==> src/civ_defs.vh <==
// Constants for the interrupt priority and vectoring block
`ifndef CIV_DEFS_VH
`define CIV_DEFS_VH
`define CIV_NUM_SRC 16
`define CIV_VEC_RESET 16'hFFFE
`define CIV_VEC_TRAP 16'hFFFC
`define CIV_VEC_TOP 16'hFFFA
`define CIV_VEC_STEP 16'h0002
`define CIV_PC_DEC 16'h0001
`define CIV_CNT_ZERO 16'h0000
`define CIV_CCR_IMASK 3
`define CIV_STK_PCL 3'h0
`define CIV_STK_PCH 3'h1
`define CIV_STK_XL 3'h2
`define CIV_STK_ACC 3'h3
`define CIV_STK_CCR 3'h4
`define CIV_STK_LAST 3'h4
`endif

==> src/civ_core.v <==
// Interrupt gathering, arbitration and entry sequencing
// Summary of operation
// - Entry waits until current instruction completes
// - Push registers on entry; return pops them
// - Entry sets global mask bit
// - Latched request cannot be preempted
// - Final step loads PC from vector
// - Evaluate pending requests at boundary if unmasked
// - Lowest priority number serviced first
// - Pending request entered right after return
// - High index register never pushed
// - Software trap always interrupts
// - Trap stacks PC; hardware stacks PC minus one
// - Fixed priority and vector per source
// - Global mask gates all but trap
// - Breakpoint match forces software trap
// - Low external pin latches request flag
// - Clock fail while watching sets flag
// - Timer one wrap sets wrap flag
// - Timer one channel event sets flag
// - Timer two wrap sets wrap flag
// - Timer two channel event sets flag
// - Status bits show each request present
`timescale 1ns/1ps
`default_nettype none
`include "civ_defs.vh"
module civ_core #(
    parameter NSRC = `CIV_NUM_SRC
) (
    // Clock and reset
    input wire clk_sys,
    input wire reset,
    // Core sequencer handshake
    input wire insn_done,
    input wire trap_insn,
    input wire return_insn,
    input wire break_match,
    input wire [7:0] ccr_in,
    input wire [15:0] pc_in,
    input wire [7:0] acc_in,
    input wire [7:0] idx_lo_in,
    // Entry outputs to core
    output wire entry_busy,
    output reg push_valid,
    output reg [7:0] push_data,
    output reg set_imask,
    output reg load_pc,
    output reg [15:0] vector_pc,
    output reg pop_request,
    // External pin, active low, and clock monitor
    input wire ext_pin_n,
    input wire ext_pin_req_mask,
    input wire ext_pin_ack,
    input wire clock_watch_enable,
    input wire clock_inactive,
    input wire clock_fail_irq_enable,
    input wire clock_fail_ack,
    // Timer one
    input wire [15:0] t1_count,
    input wire t1_mod_match,
    input wire [1:0] t1_chan_event,
    input wire [1:0] t1_channel_irq_enable,
    input wire [1:0] t1_channel_ack,
    input wire t1_wrap_irq_enable,
    input wire t1_wrap_ack,
    // Timer two
    input wire [15:0] t2_count,
    input wire t2_mod_match,
    input wire [1:0] t2_chan_event,
    input wire [1:0] t2_channel_irq_enable,
    input wire [1:0] t2_channel_ack,
    input wire t2_wrap_irq_enable,
    input wire t2_wrap_ack,
    // Other peripheral flags and enables
    input wire sync_rx_full_flag,
    input wire sync_rx_irq_enable,
    input wire sync_rx_overrun_flag,
    input wire sync_select_fault_flag,
    input wire sync_error_irq_enable,
    input wire sync_tx_empty_flag,
    input wire sync_tx_irq_enable,
    input wire async_rx_overrun_flag,
    input wire async_overrun_irq_enable,
    input wire async_noise_flag,
    input wire async_noise_irq_enable,
    input wire async_framing_flag,
    input wire async_framing_irq_enable,
    input wire async_parity_flag,
    input wire async_parity_irq_enable,
    input wire async_rx_full_flag,
    input wire async_rx_irq_enable,
    input wire async_quiet_flag,
    input wire async_quiet_irq_enable,
    input wire async_tx_empty_flag,
    input wire async_tx_irq_enable,
    input wire async_tx_done_flag,
    input wire async_tx_done_irq_enable,
    input wire keypad_req_flag,
    input wire keypad_req_mask,
    input wire conversion_done_flag,
    input wire conversion_irq_enable,
    input wire tick_rollover_flag,
    input wire tick_irq_enable,
    // Status
    output reg [NSRC-1:0] source_pending_status_bits,
    output wire ext_pin_req_flag,
    output wire clock_fail_flag,
    output wire [1:0] t1_channel_event_flag,
    output wire t1_counter_wrap_flag,
    output wire [1:0] t2_channel_event_flag,
    output wire t2_counter_wrap_flag
);
    ////////////////////////////////////////////////////////////////////
    localparam ST_IDLE = 4'b0001;
    localparam ST_PUSH = 4'b0010;
    localparam ST_VECT = 4'b0100;
    localparam ST_RUN = 4'b1000;

    // Vector for a hardware source index: one word step per priority
    function [15:0] vec_of;
        input [3:0] idx;
        begin
            vec_of = `CIV_VEC_TOP - ({12'h000, idx} << 1);
        end
    endfunction

    reg [3:0] state_q;
    reg [3:0] state_d;
    reg [2:0] stk_q;
    reg is_trap_q;
    reg [3:0] sel_q;
    reg [15:0] pc_q;
    reg [7:0] acc_q;
    reg [7:0] xl_q;
    reg [7:0] ccr_q;
    reg ext_flag_q;
    reg cm_flag_q;
    reg [1:0] t1_ch_q;
    reg [1:0] t2_ch_q;
    reg t1_wr_q;
    reg t2_wr_q;
    reg [NSRC-1:0] vreq;
    wire any_req;
    wire [3:0] win_idx;
    wire boundary;
    wire take_trap;
    wire take_hw;

    ////////////////////////////////////////////////////////////////////
    // Hardware-set flags; set beats a same-cycle acknowledge
    assign ext_pin_req_flag = ext_flag_q;
    assign clock_fail_flag = cm_flag_q;
    assign t1_channel_event_flag = t1_ch_q;
    assign t2_channel_event_flag = t2_ch_q;
    assign t1_counter_wrap_flag = t1_wr_q;
    assign t2_counter_wrap_flag = t2_wr_q;

    always @(posedge clk_sys or posedge reset)
    begin
        if (reset)
        begin
            ext_flag_q <= 1'b0;
            cm_flag_q <= 1'b0;
            t1_wr_q <= 1'b0;
            t2_wr_q <= 1'b0;
        end
        else
        begin
            ext_flag_q <= ~ext_pin_n | (ext_flag_q & ~ext_pin_ack);
            cm_flag_q <= (clock_watch_enable & clock_inactive) | (cm_flag_q & ~clock_fail_ack);
            t1_wr_q <= (t1_mod_match & (t1_count == `CIV_CNT_ZERO)) | (t1_wr_q & ~t1_wrap_ack);
            t2_wr_q <= (t2_mod_match & (t2_count == `CIV_CNT_ZERO)) | (t2_wr_q & ~t2_wrap_ack);
        end
    end

    genvar g;
    generate
        for (g = 0; g < 2; g = g + 1)
        begin : g_chan
            always @(posedge clk_sys or posedge reset)
            begin
                if (reset)
                begin
                    t1_ch_q[g] <= 1'b0;
                    t2_ch_q[g] <= 1'b0;
                end
                else
                begin
                    t1_ch_q[g] <= t1_chan_event[g] | (t1_ch_q[g] & ~t1_channel_ack[g]);
                    t2_ch_q[g] <= t2_chan_event[g] | (t2_ch_q[g] & ~t2_channel_ack[g]);
                end
            end
        end
    endgenerate

    ////////////////////////////////////////////////////////////////////
    // One request line per vector, index 0 is priority 1
    always @*
    begin
        vreq = {NSRC{1'b0}};
        vreq[0] = ext_flag_q & ~ext_pin_req_mask;
        vreq[1] = cm_flag_q & clock_fail_irq_enable;
        vreq[2] = t1_ch_q[0] & t1_channel_irq_enable[0];
        vreq[3] = t1_ch_q[1] & t1_channel_irq_enable[1];
        vreq[4] = t1_wr_q & t1_wrap_irq_enable;
        vreq[5] = t2_ch_q[0] & t2_channel_irq_enable[0];
        vreq[6] = t2_ch_q[1] & t2_channel_irq_enable[1];
        vreq[7] = t2_wr_q & t2_wrap_irq_enable;
        vreq[8] = (sync_rx_full_flag & sync_rx_irq_enable)
            | ((sync_rx_overrun_flag | sync_select_fault_flag) & sync_error_irq_enable);
        vreq[9] = sync_tx_empty_flag & sync_tx_irq_enable;
        vreq[10] = (async_rx_overrun_flag & async_overrun_irq_enable)
            | (async_noise_flag & async_noise_irq_enable)
            | (async_framing_flag & async_framing_irq_enable)
            | (async_parity_flag & async_parity_irq_enable);
        vreq[11] = (async_rx_full_flag & async_rx_irq_enable)
            | (async_quiet_flag & async_quiet_irq_enable);
        vreq[12] = (async_tx_empty_flag & async_tx_irq_enable)
            | (async_tx_done_flag & async_tx_done_irq_enable);
        // Keypad mask is a disable, like the pin mask
        vreq[13] = keypad_req_flag & ~keypad_req_mask;
        vreq[14] = conversion_done_flag & conversion_irq_enable;
        vreq[15] = tick_rollover_flag & tick_irq_enable;
    end

    always @(posedge clk_sys or posedge reset)
    begin
        if (reset)
            source_pending_status_bits <= {NSRC{1'b0}};
        else
            source_pending_status_bits <= vreq;
    end

    civ_prio_enc #(
        .N(NSRC),
        .W(4)
    ) u_enc (
        .req(vreq),
        .any(any_req),
        .idx(win_idx)
    );

    ////////////////////////////////////////////////////////////////////
    // act only at instruction boundary
    assign boundary = insn_done & (state_q == ST_RUN);
    // trap ignores mask; break forces trap
    assign take_trap = boundary & (trap_insn | break_match);
    assign take_hw = boundary & ~take_trap & any_req & ~ccr_in[`CIV_CCR_IMASK];
    assign entry_busy = (state_q == ST_PUSH) | (state_q == ST_VECT);

    always @*
    begin
        state_d = state_q;
        case (state_q)
            ST_IDLE: state_d = ST_RUN;
            ST_RUN:
            begin
                if (take_trap | take_hw)
                    state_d = ST_PUSH;
            end
            ST_PUSH:
            begin
                if (stk_q == `CIV_STK_LAST)
                    state_d = ST_VECT;
            end
            ST_VECT: state_d = ST_RUN;
            default: state_d = ST_IDLE;
        endcase
    end

    always @(posedge clk_sys or posedge reset)
    begin
        if (reset)
        begin
            state_q <= ST_IDLE;
            stk_q <= 3'h0;
            is_trap_q <= 1'b0;
            sel_q <= 4'h0;
            pc_q <= 16'h0000;
            acc_q <= 8'h00;
            xl_q <= 8'h00;
            ccr_q <= 8'h00;
            push_valid <= 1'b0;
            push_data <= 8'h00;
            set_imask <= 1'b0;
            load_pc <= 1'b0;
            vector_pc <= 16'h0000;
            pop_request <= 1'b0;
        end
        else
        begin
            state_q <= state_d;
            push_valid <= 1'b0;
            set_imask <= 1'b0;
            load_pc <= 1'b0;
            // return pops registers; next boundary re-arbitrates
            pop_request <= boundary & return_insn & ~take_trap;
            if (state_q == ST_IDLE)
            begin
                // Reset vector fetched once out of reset
                load_pc <= 1'b1;
                vector_pc <= `CIV_VEC_RESET;
            end
            if (take_trap | take_hw)
            begin
                is_trap_q <= take_trap;
                sel_q <= win_idx;
                // trap keeps PC, hardware PC minus one
                pc_q <= take_trap ? pc_in : pc_in - `CIV_PC_DEC;
                acc_q <= acc_in;
                xl_q <= idx_lo_in;
                ccr_q <= ccr_in;
                stk_q <= 3'h0;
            end
            if (state_q == ST_PUSH)
            begin
                // push PCL, PCH, X, A, CCR; high index skipped
                push_valid <= 1'b1;
                case (stk_q)
                    `CIV_STK_PCL: push_data <= pc_q[7:0];
                    `CIV_STK_PCH: push_data <= pc_q[15:8];
                    `CIV_STK_XL: push_data <= xl_q;
                    `CIV_STK_ACC: push_data <= acc_q;
                    `CIV_STK_CCR: push_data <= ccr_q;
                    default: push_data <= 8'h00;
                endcase
                stk_q <= stk_q + 3'h1;
            end
            if (state_q == ST_VECT)
            begin
                set_imask <= 1'b1;
                load_pc <= 1'b1;
                vector_pc <= is_trap_q ? `CIV_VEC_TRAP : vec_of(sel_q);
            end
        end
    end
endmodule // civ_core
`default_nettype wire

==> src/civ_prio_enc.v <==
// Fixed priority encoder: lowest index wins
`timescale 1ns/1ps
`default_nettype none
module civ_prio_enc #(
    parameter N = 16,
    parameter W = 4
) (
    // Requests
    input wire [N-1:0] req,
    // Result
    output reg any,
    output reg [W-1:0] idx
);
    integer i;
    always @*
    begin
        any = 1'b0;
        idx = {W{1'b0}};
        for (i = N - 1; i >= 0; i = i - 1)
        begin
            if (req[i])
            begin
                any = 1'b1;
                idx = i[W-1:0];
            end
        end
    end
endmodule // civ_prio_enc
`default_nettype wire

==> config.mk <==
export PLATFORM = sky130hd
export DESIGN_NAME = civ_core
export DESIGN_NICKNAME = d
export VERILOG_FILES = /design/src/civ_core.v /design/src/civ_prio_enc.v
export VERILOG_INCLUDE_DIRS = /design/src
export SDC_FILE = /design/constraint.sdc
export NUM_CORES = 1
export LEC_CHECK = 0
export ABC_AREA = 1
export BUFFER_PORTS_ARGS = -buffer_cell sky130_fd_sc_hd__buf_2
export CORE_ASPECT_RATIO = 0.5
export CORE_MARGIN = 2
export CORE_UTILIZATION = 25
export CTS_CLUSTER_DIAMETER = 120
export DETAILED_ROUTE_END_ITERATION = 6
export GPL_ROUTABILITY_DRIVEN = 0
export GPL_TIMING_DRIVEN = 1
export HOLD_SLACK_MARGIN = 0.08
export MAX_ROUTING_LAYER = met4
export PLACE_DENSITY = 0.57
export SLEW_MARGIN = 20
export SYNTH_ARGS = -nofsm -noshare
export SYNTH_HDL_FRONTEND = slang
export SYNTH_SLANG_ARGS = --single-unit
==> constraint.sdc <==
create_clock -name clk_sys -period 3.1 [get_ports clk_sys]
set_clock_uncertainty 0.1 [all_clocks]
set_input_delay 0.465 -clock clk_sys [delete_from_list [all_inputs] [get_ports clk_sys]]
set_output_delay 0.465 -clock clk_sys [all_outputs]
set_load 0.005 [all_outputs]
==> results.ini <==
[power_and_ir_drop]
total_switching_power_uw = 1540
sequentialPowerShare = 0.422
sw_frac_of_total = 0.356
p_leak_uw = 0.00317
total_power_divided_by_cell_area_nw_per_um2 = 724
power.ir.vdd_worst_mv = 0.262
share_clk_of_total_power = 0.267
intPower_uw = 2770
share_comb_of_total_power = 0.310

[cells_and_area]
post_layout_nonfiller_instances = 948
fraction_of_final_layout_cells_with_drive_strength_greater_than_1 = 0.325
layout.nets = 848
area.growth.synth_to_final_pct = 30.6
insertedDiodeCount = 0

[worst_setup_path]
worst-endpoint-arrival_ns = 2.62
worst_setup_path_end_kind = flop
critPathLaunch = state_q[1]
path_class = flop to flop
critical_path_slowest_stage_cell = sky130_fd_sc_hd__inv_2
critical_path.max_stage_delay_ns = 0.70
timing.rr.start = state_q[1]
r2r.worst_path.cells = 9
required_time_of_the_critical_path_ns = 3.26
critical_path.n_buffers_inverters = 2
r2r_setup_slack_ns = 0.64
path_depth = 9
path_cells = nor2_1, nand3_2, nor2_4, nand2_4, inv_1, a31oi_4, inv_2, o21ai_0, o21ai_2
r2r-end = pc_q[0]
timing.critical_path.max_delay_family = buffers and inverters
worstSetupStartpointType = flop
cp-endpoint = pc_q[0]
critPathMaxFanout = 51

[clocking]
clock_latency_ns = 0.34
clockBufferDepth = 2
worst_setup_hold_path_clk_slew_ns = 0.07
cts-root-buf = sky130_fd_sc_hd__clkbuf_16
hold_buffers = 0
cts.repair.resized = 0
cts_buffers = 9
cts_tree = yes
post_cts.repair.setup_buffers = 0
clkSinkCount = 94
cts_max_level = 3

[timing]
fin_crit_ns = 2.46
setup_viol = 0
max_slew.worst_pin.slew_ns = 0.958
maxClockFrequency_mhz = 406
slew_viol_final = 0
hold_viol_final = 0
setup-tns-final_ns = 0
post-route-period-util = 0.795
grt_setup_unrepaired = false
slew_headroom = 0.361

[detailed_routing]
post-route-drc-count = 0
wirelength_um = 11900
first_pass_iters = 5
drt-initial-drc-count = 166
detail_route.wl_per_cell_um = 12.5
vias_per_cell = 4.22
dr_total_vias = 4005
remaining_antenna_violation_count = 0

[worst_hold_path]
min-delay-path-class = primary input to asynchronous set/reset pin

[logic_synthesis]
synth_top_cell_by_area = sky130_fd_sc_hd__dfrtp_1
synth-seq-cells = 94
synth_top_cells_by_area = sky130_fd_sc_hd__dfrtp_1 51%, sky130_fd_sc_hd__nand2_1 12%, sky130_fd_sc_hd__inv_1 6.8%
syn_avg_cell_area_um2 = 8.54
synth-async-reset-ratio = 1.00
yosysUniqueCellTypes = 43
postSynthNetCount = 672
synth_area_um2 = 4550
postSynthCellCount = 533
synthDominantCellAreaShare = 0.511
sequential_area_share_after_synthesis = 0.517
synth_warn = 0
synth_flop_cell = sky130_fd_sc_hd__dfrtp_1
synth-edff-count = 0

[grt]
first_pass_grt_wire_length_um = 19900
global_route.overflow_total = 0
grt_util_all_layers = 0.131
grt_max_degree = 95
first_global_vias = 4107
number_of_antenna_violations_at_the_first_check_in_global_routing = 0

[die]
initial_utilization = 0.259
floorplan.rows = 34
fp.dieArea_um2 = 19400
floorplan.die.height_um = 99.4
die_width_um = 195
floorplan.core_area_um2 = 17600
floorplan.io_pins = 185

[job]
max_cap_violations = 0

[placement]
port_buffers = 183
place_inst = 932
dp.final_hpwl_um = 9260

[status]
result_of_the_run = finished, final reports clean

## area by class of cell
| cell class | count | area, um2 |
|---|---|---|
| Tap cell | 234 | 293 |
| Timing Repair Buffer | 186 | 951 |
| Sequential cell | 94 | 2350 |
| Clock inverter | 7 | 78.8 |
| Multi-Input combinational cell | 332 | 1720 |
| Clock buffer | 9 | 225 |
| Fill cell | 1939 | 11700 |
| Inverter | 86 | 325 |
## per-stage QoR
step	cell area, um2	setup WS [ns]	power (uW)	hold slack [ns]	utilization
after global routing	5950	0.414	4630	0.189	0.338
after detailed placement	5640	0.529	3190	0.363	0.320
final	5950	0.637	4310	0.150	0.338
after global placement	5640	0.640	3160	0.363	0.320
after CTS	5950	0.601	4360	0.177	0.338
after floorplan	4550	0.0880	2740	0.344	-
## worst min-delay path by stage
stage	startpoint	endpoint	slack, ns	cells after the start
4_1_cts	reset	source_pending_status_bits[12]	0.18	3
5_1_grt	reset	vector_pc[4]	0.19	3
6_report	reset	vector_pc[4]	0.15	3
3_5_place_dp	push_data[1]	push_data[1]	0.36	2
2_1_floorplan	sel_q[0]	sel_q[0]	0.34	2
3_3_place_gp	push_data[4]	push_data[4]	0.36	2
## cell families after synthesis
| group | synth area share |
|---|---|
| AO/OA/AOI/OAI | 0.131 |
| other | 0.000824 |
| AND/OR/NAND/NOR | 0.204 |
| buffers and inverters | 0.105 |
| XOR/XNOR | 0.0231 |
| adder cells (fa/ha/maj) | 0.0192 |
| flip-flops | 0.517 |
## state kept, by name, summed over array words and instances, names as in the netlist
name                        cells
source_pending_status_bits     16
t2_channel_event_flag           2
pc_q                           16
is_trap_q                       1
t2_counter_wrap_flag            1
pop_request                     1
t1_channel_event_flag           2
push_data                       8
state_q                         4
load_pc                         1
clock_fail_flag                 1
acc_q                           8
stk_q                           3
ccr_q                           8
t1_counter_wrap_flag            1
xl_q                            8
set_imask                       1
push_valid                      1
ext_pin_req_flag                1
vector_pc                       6
sel_q                           4
## worst reg2reg max path, delay by kind of cell, from the launching register on
kind	cells	cell delay, ns
flip-flops	1	0.40
AND/OR/NAND/NOR	4	0.61
AO/OA/AOI/OAI	3	0.45
buffers and inverters	2	0.82
## per-layer routing
| metal | vias up | wire length [um] | global-route usage |
|---|---|---|---|
| met1 | 1865 | 5730 | 0.170 |
| li1 | 2030 | - | - |
| met3 | 8 | 360 | 0.0176 |
| met2 | 102 | 5670 | 0.219 |
| met4 | 0 | 133 | 0.0341 |
| met5 | - | 0 | - |
## placed cells by master (no fill, tap or decap), types with 2 or more instances in the layout
cell type	instances
sky130_fd_sc_hd__inv_2	2
sky130_fd_sc_hd__o21ai_2	17
sky130_fd_sc_hd__nand2_1	148
sky130_fd_sc_hd__o31ai_1	2
sky130_fd_sc_hd__o221ai_1	2
sky130_fd_sc_hd__ha_1	7
sky130_fd_sc_hd__clkinv_1	2
sky130_fd_sc_hd__xor2_1	7
sky130_fd_sc_hd__clkbuf_16	9
sky130_fd_sc_hd__dfrtp_1	93
sky130_fd_sc_hd__nor2_2	3
sky130_fd_sc_hd__o22ai_1	8
sky130_fd_sc_hd__buf_2	183
sky130_fd_sc_hd__nand3_1	11
sky130_fd_sc_hd__xnor2_1	5
sky130_fd_sc_hd__o21ai_1	21
sky130_fd_sc_hd__o211ai_1	4
sky130_fd_sc_hd__buf_4	2
sky130_fd_sc_hd__nor3_1	12
sky130_fd_sc_hd__nor4_1	8
sky130_fd_sc_hd__inv_6	2
sky130_fd_sc_hd__o21bai_1	4
sky130_fd_sc_hd__a21oi_1	4
sky130_fd_sc_hd__nor2_1	30
sky130_fd_sc_hd__o21ai_0	20
sky130_fd_sc_hd__a221oi_1	2
sky130_fd_sc_hd__clkinvlp_4	2
sky130_fd_sc_hd__nand4_1	3
sky130_fd_sc_hd__inv_1	81
## synth_stat cells (2+ instances only)
| cell | count |
|---|---|
| sky130_fd_sc_hd__nor4_1 | 8 |
| sky130_fd_sc_hd__nor3_1 | 12 |
| sky130_fd_sc_hd__o21bai_1 | 4 |
| sky130_fd_sc_hd__ha_1 | 7 |
| sky130_fd_sc_hd__buf_6 | 4 |
| sky130_fd_sc_hd__nand3_1 | 11 |
| sky130_fd_sc_hd__o21ai_2 | 17 |
| sky130_fd_sc_hd__a21oi_1 | 4 |
| sky130_fd_sc_hd__dfrtp_1 | 93 |
| sky130_fd_sc_hd__nor2_1 | 30 |
| sky130_fd_sc_hd__clkinv_1 | 2 |
| sky130_fd_sc_hd__nor2_2 | 3 |
| sky130_fd_sc_hd__o21ai_1 | 21 |
| sky130_fd_sc_hd__buf_2 | 4 |
| sky130_fd_sc_hd__nand4_1 | 3 |
| sky130_fd_sc_hd__o31ai_1 | 2 |
| sky130_fd_sc_hd__nand2_1 | 148 |
| sky130_fd_sc_hd__o211ai_1 | 4 |
| sky130_fd_sc_hd__inv_1 | 82 |
| sky130_fd_sc_hd__a221oi_1 | 2 |
| sky130_fd_sc_hd__xor2_1 | 7 |
| sky130_fd_sc_hd__buf_4 | 11 |
| sky130_fd_sc_hd__o221ai_1 | 2 |
| sky130_fd_sc_hd__o21ai_0 | 20 |
| sky130_fd_sc_hd__o22ai_1 | 8 |
| sky130_fd_sc_hd__xnor2_1 | 5 |
| sky130_fd_sc_hd__clkbuf_1 | 2 |
| sky130_fd_sc_hd__inv_2 | 2 |
## power by group through the flow
stage	Sequential [uW]	Combinational, uW	Clock [uW]
3_3_place_gp	1830	1330	0
3_5_place_dp	1840	1350	0
4_1_cts	1820	1360	1180
5_1_grt	1870	1530	1230
6_report	1820	1340	1150
2_1_floorplan	1790	945	0
Power figures use the tool's default switching activity.
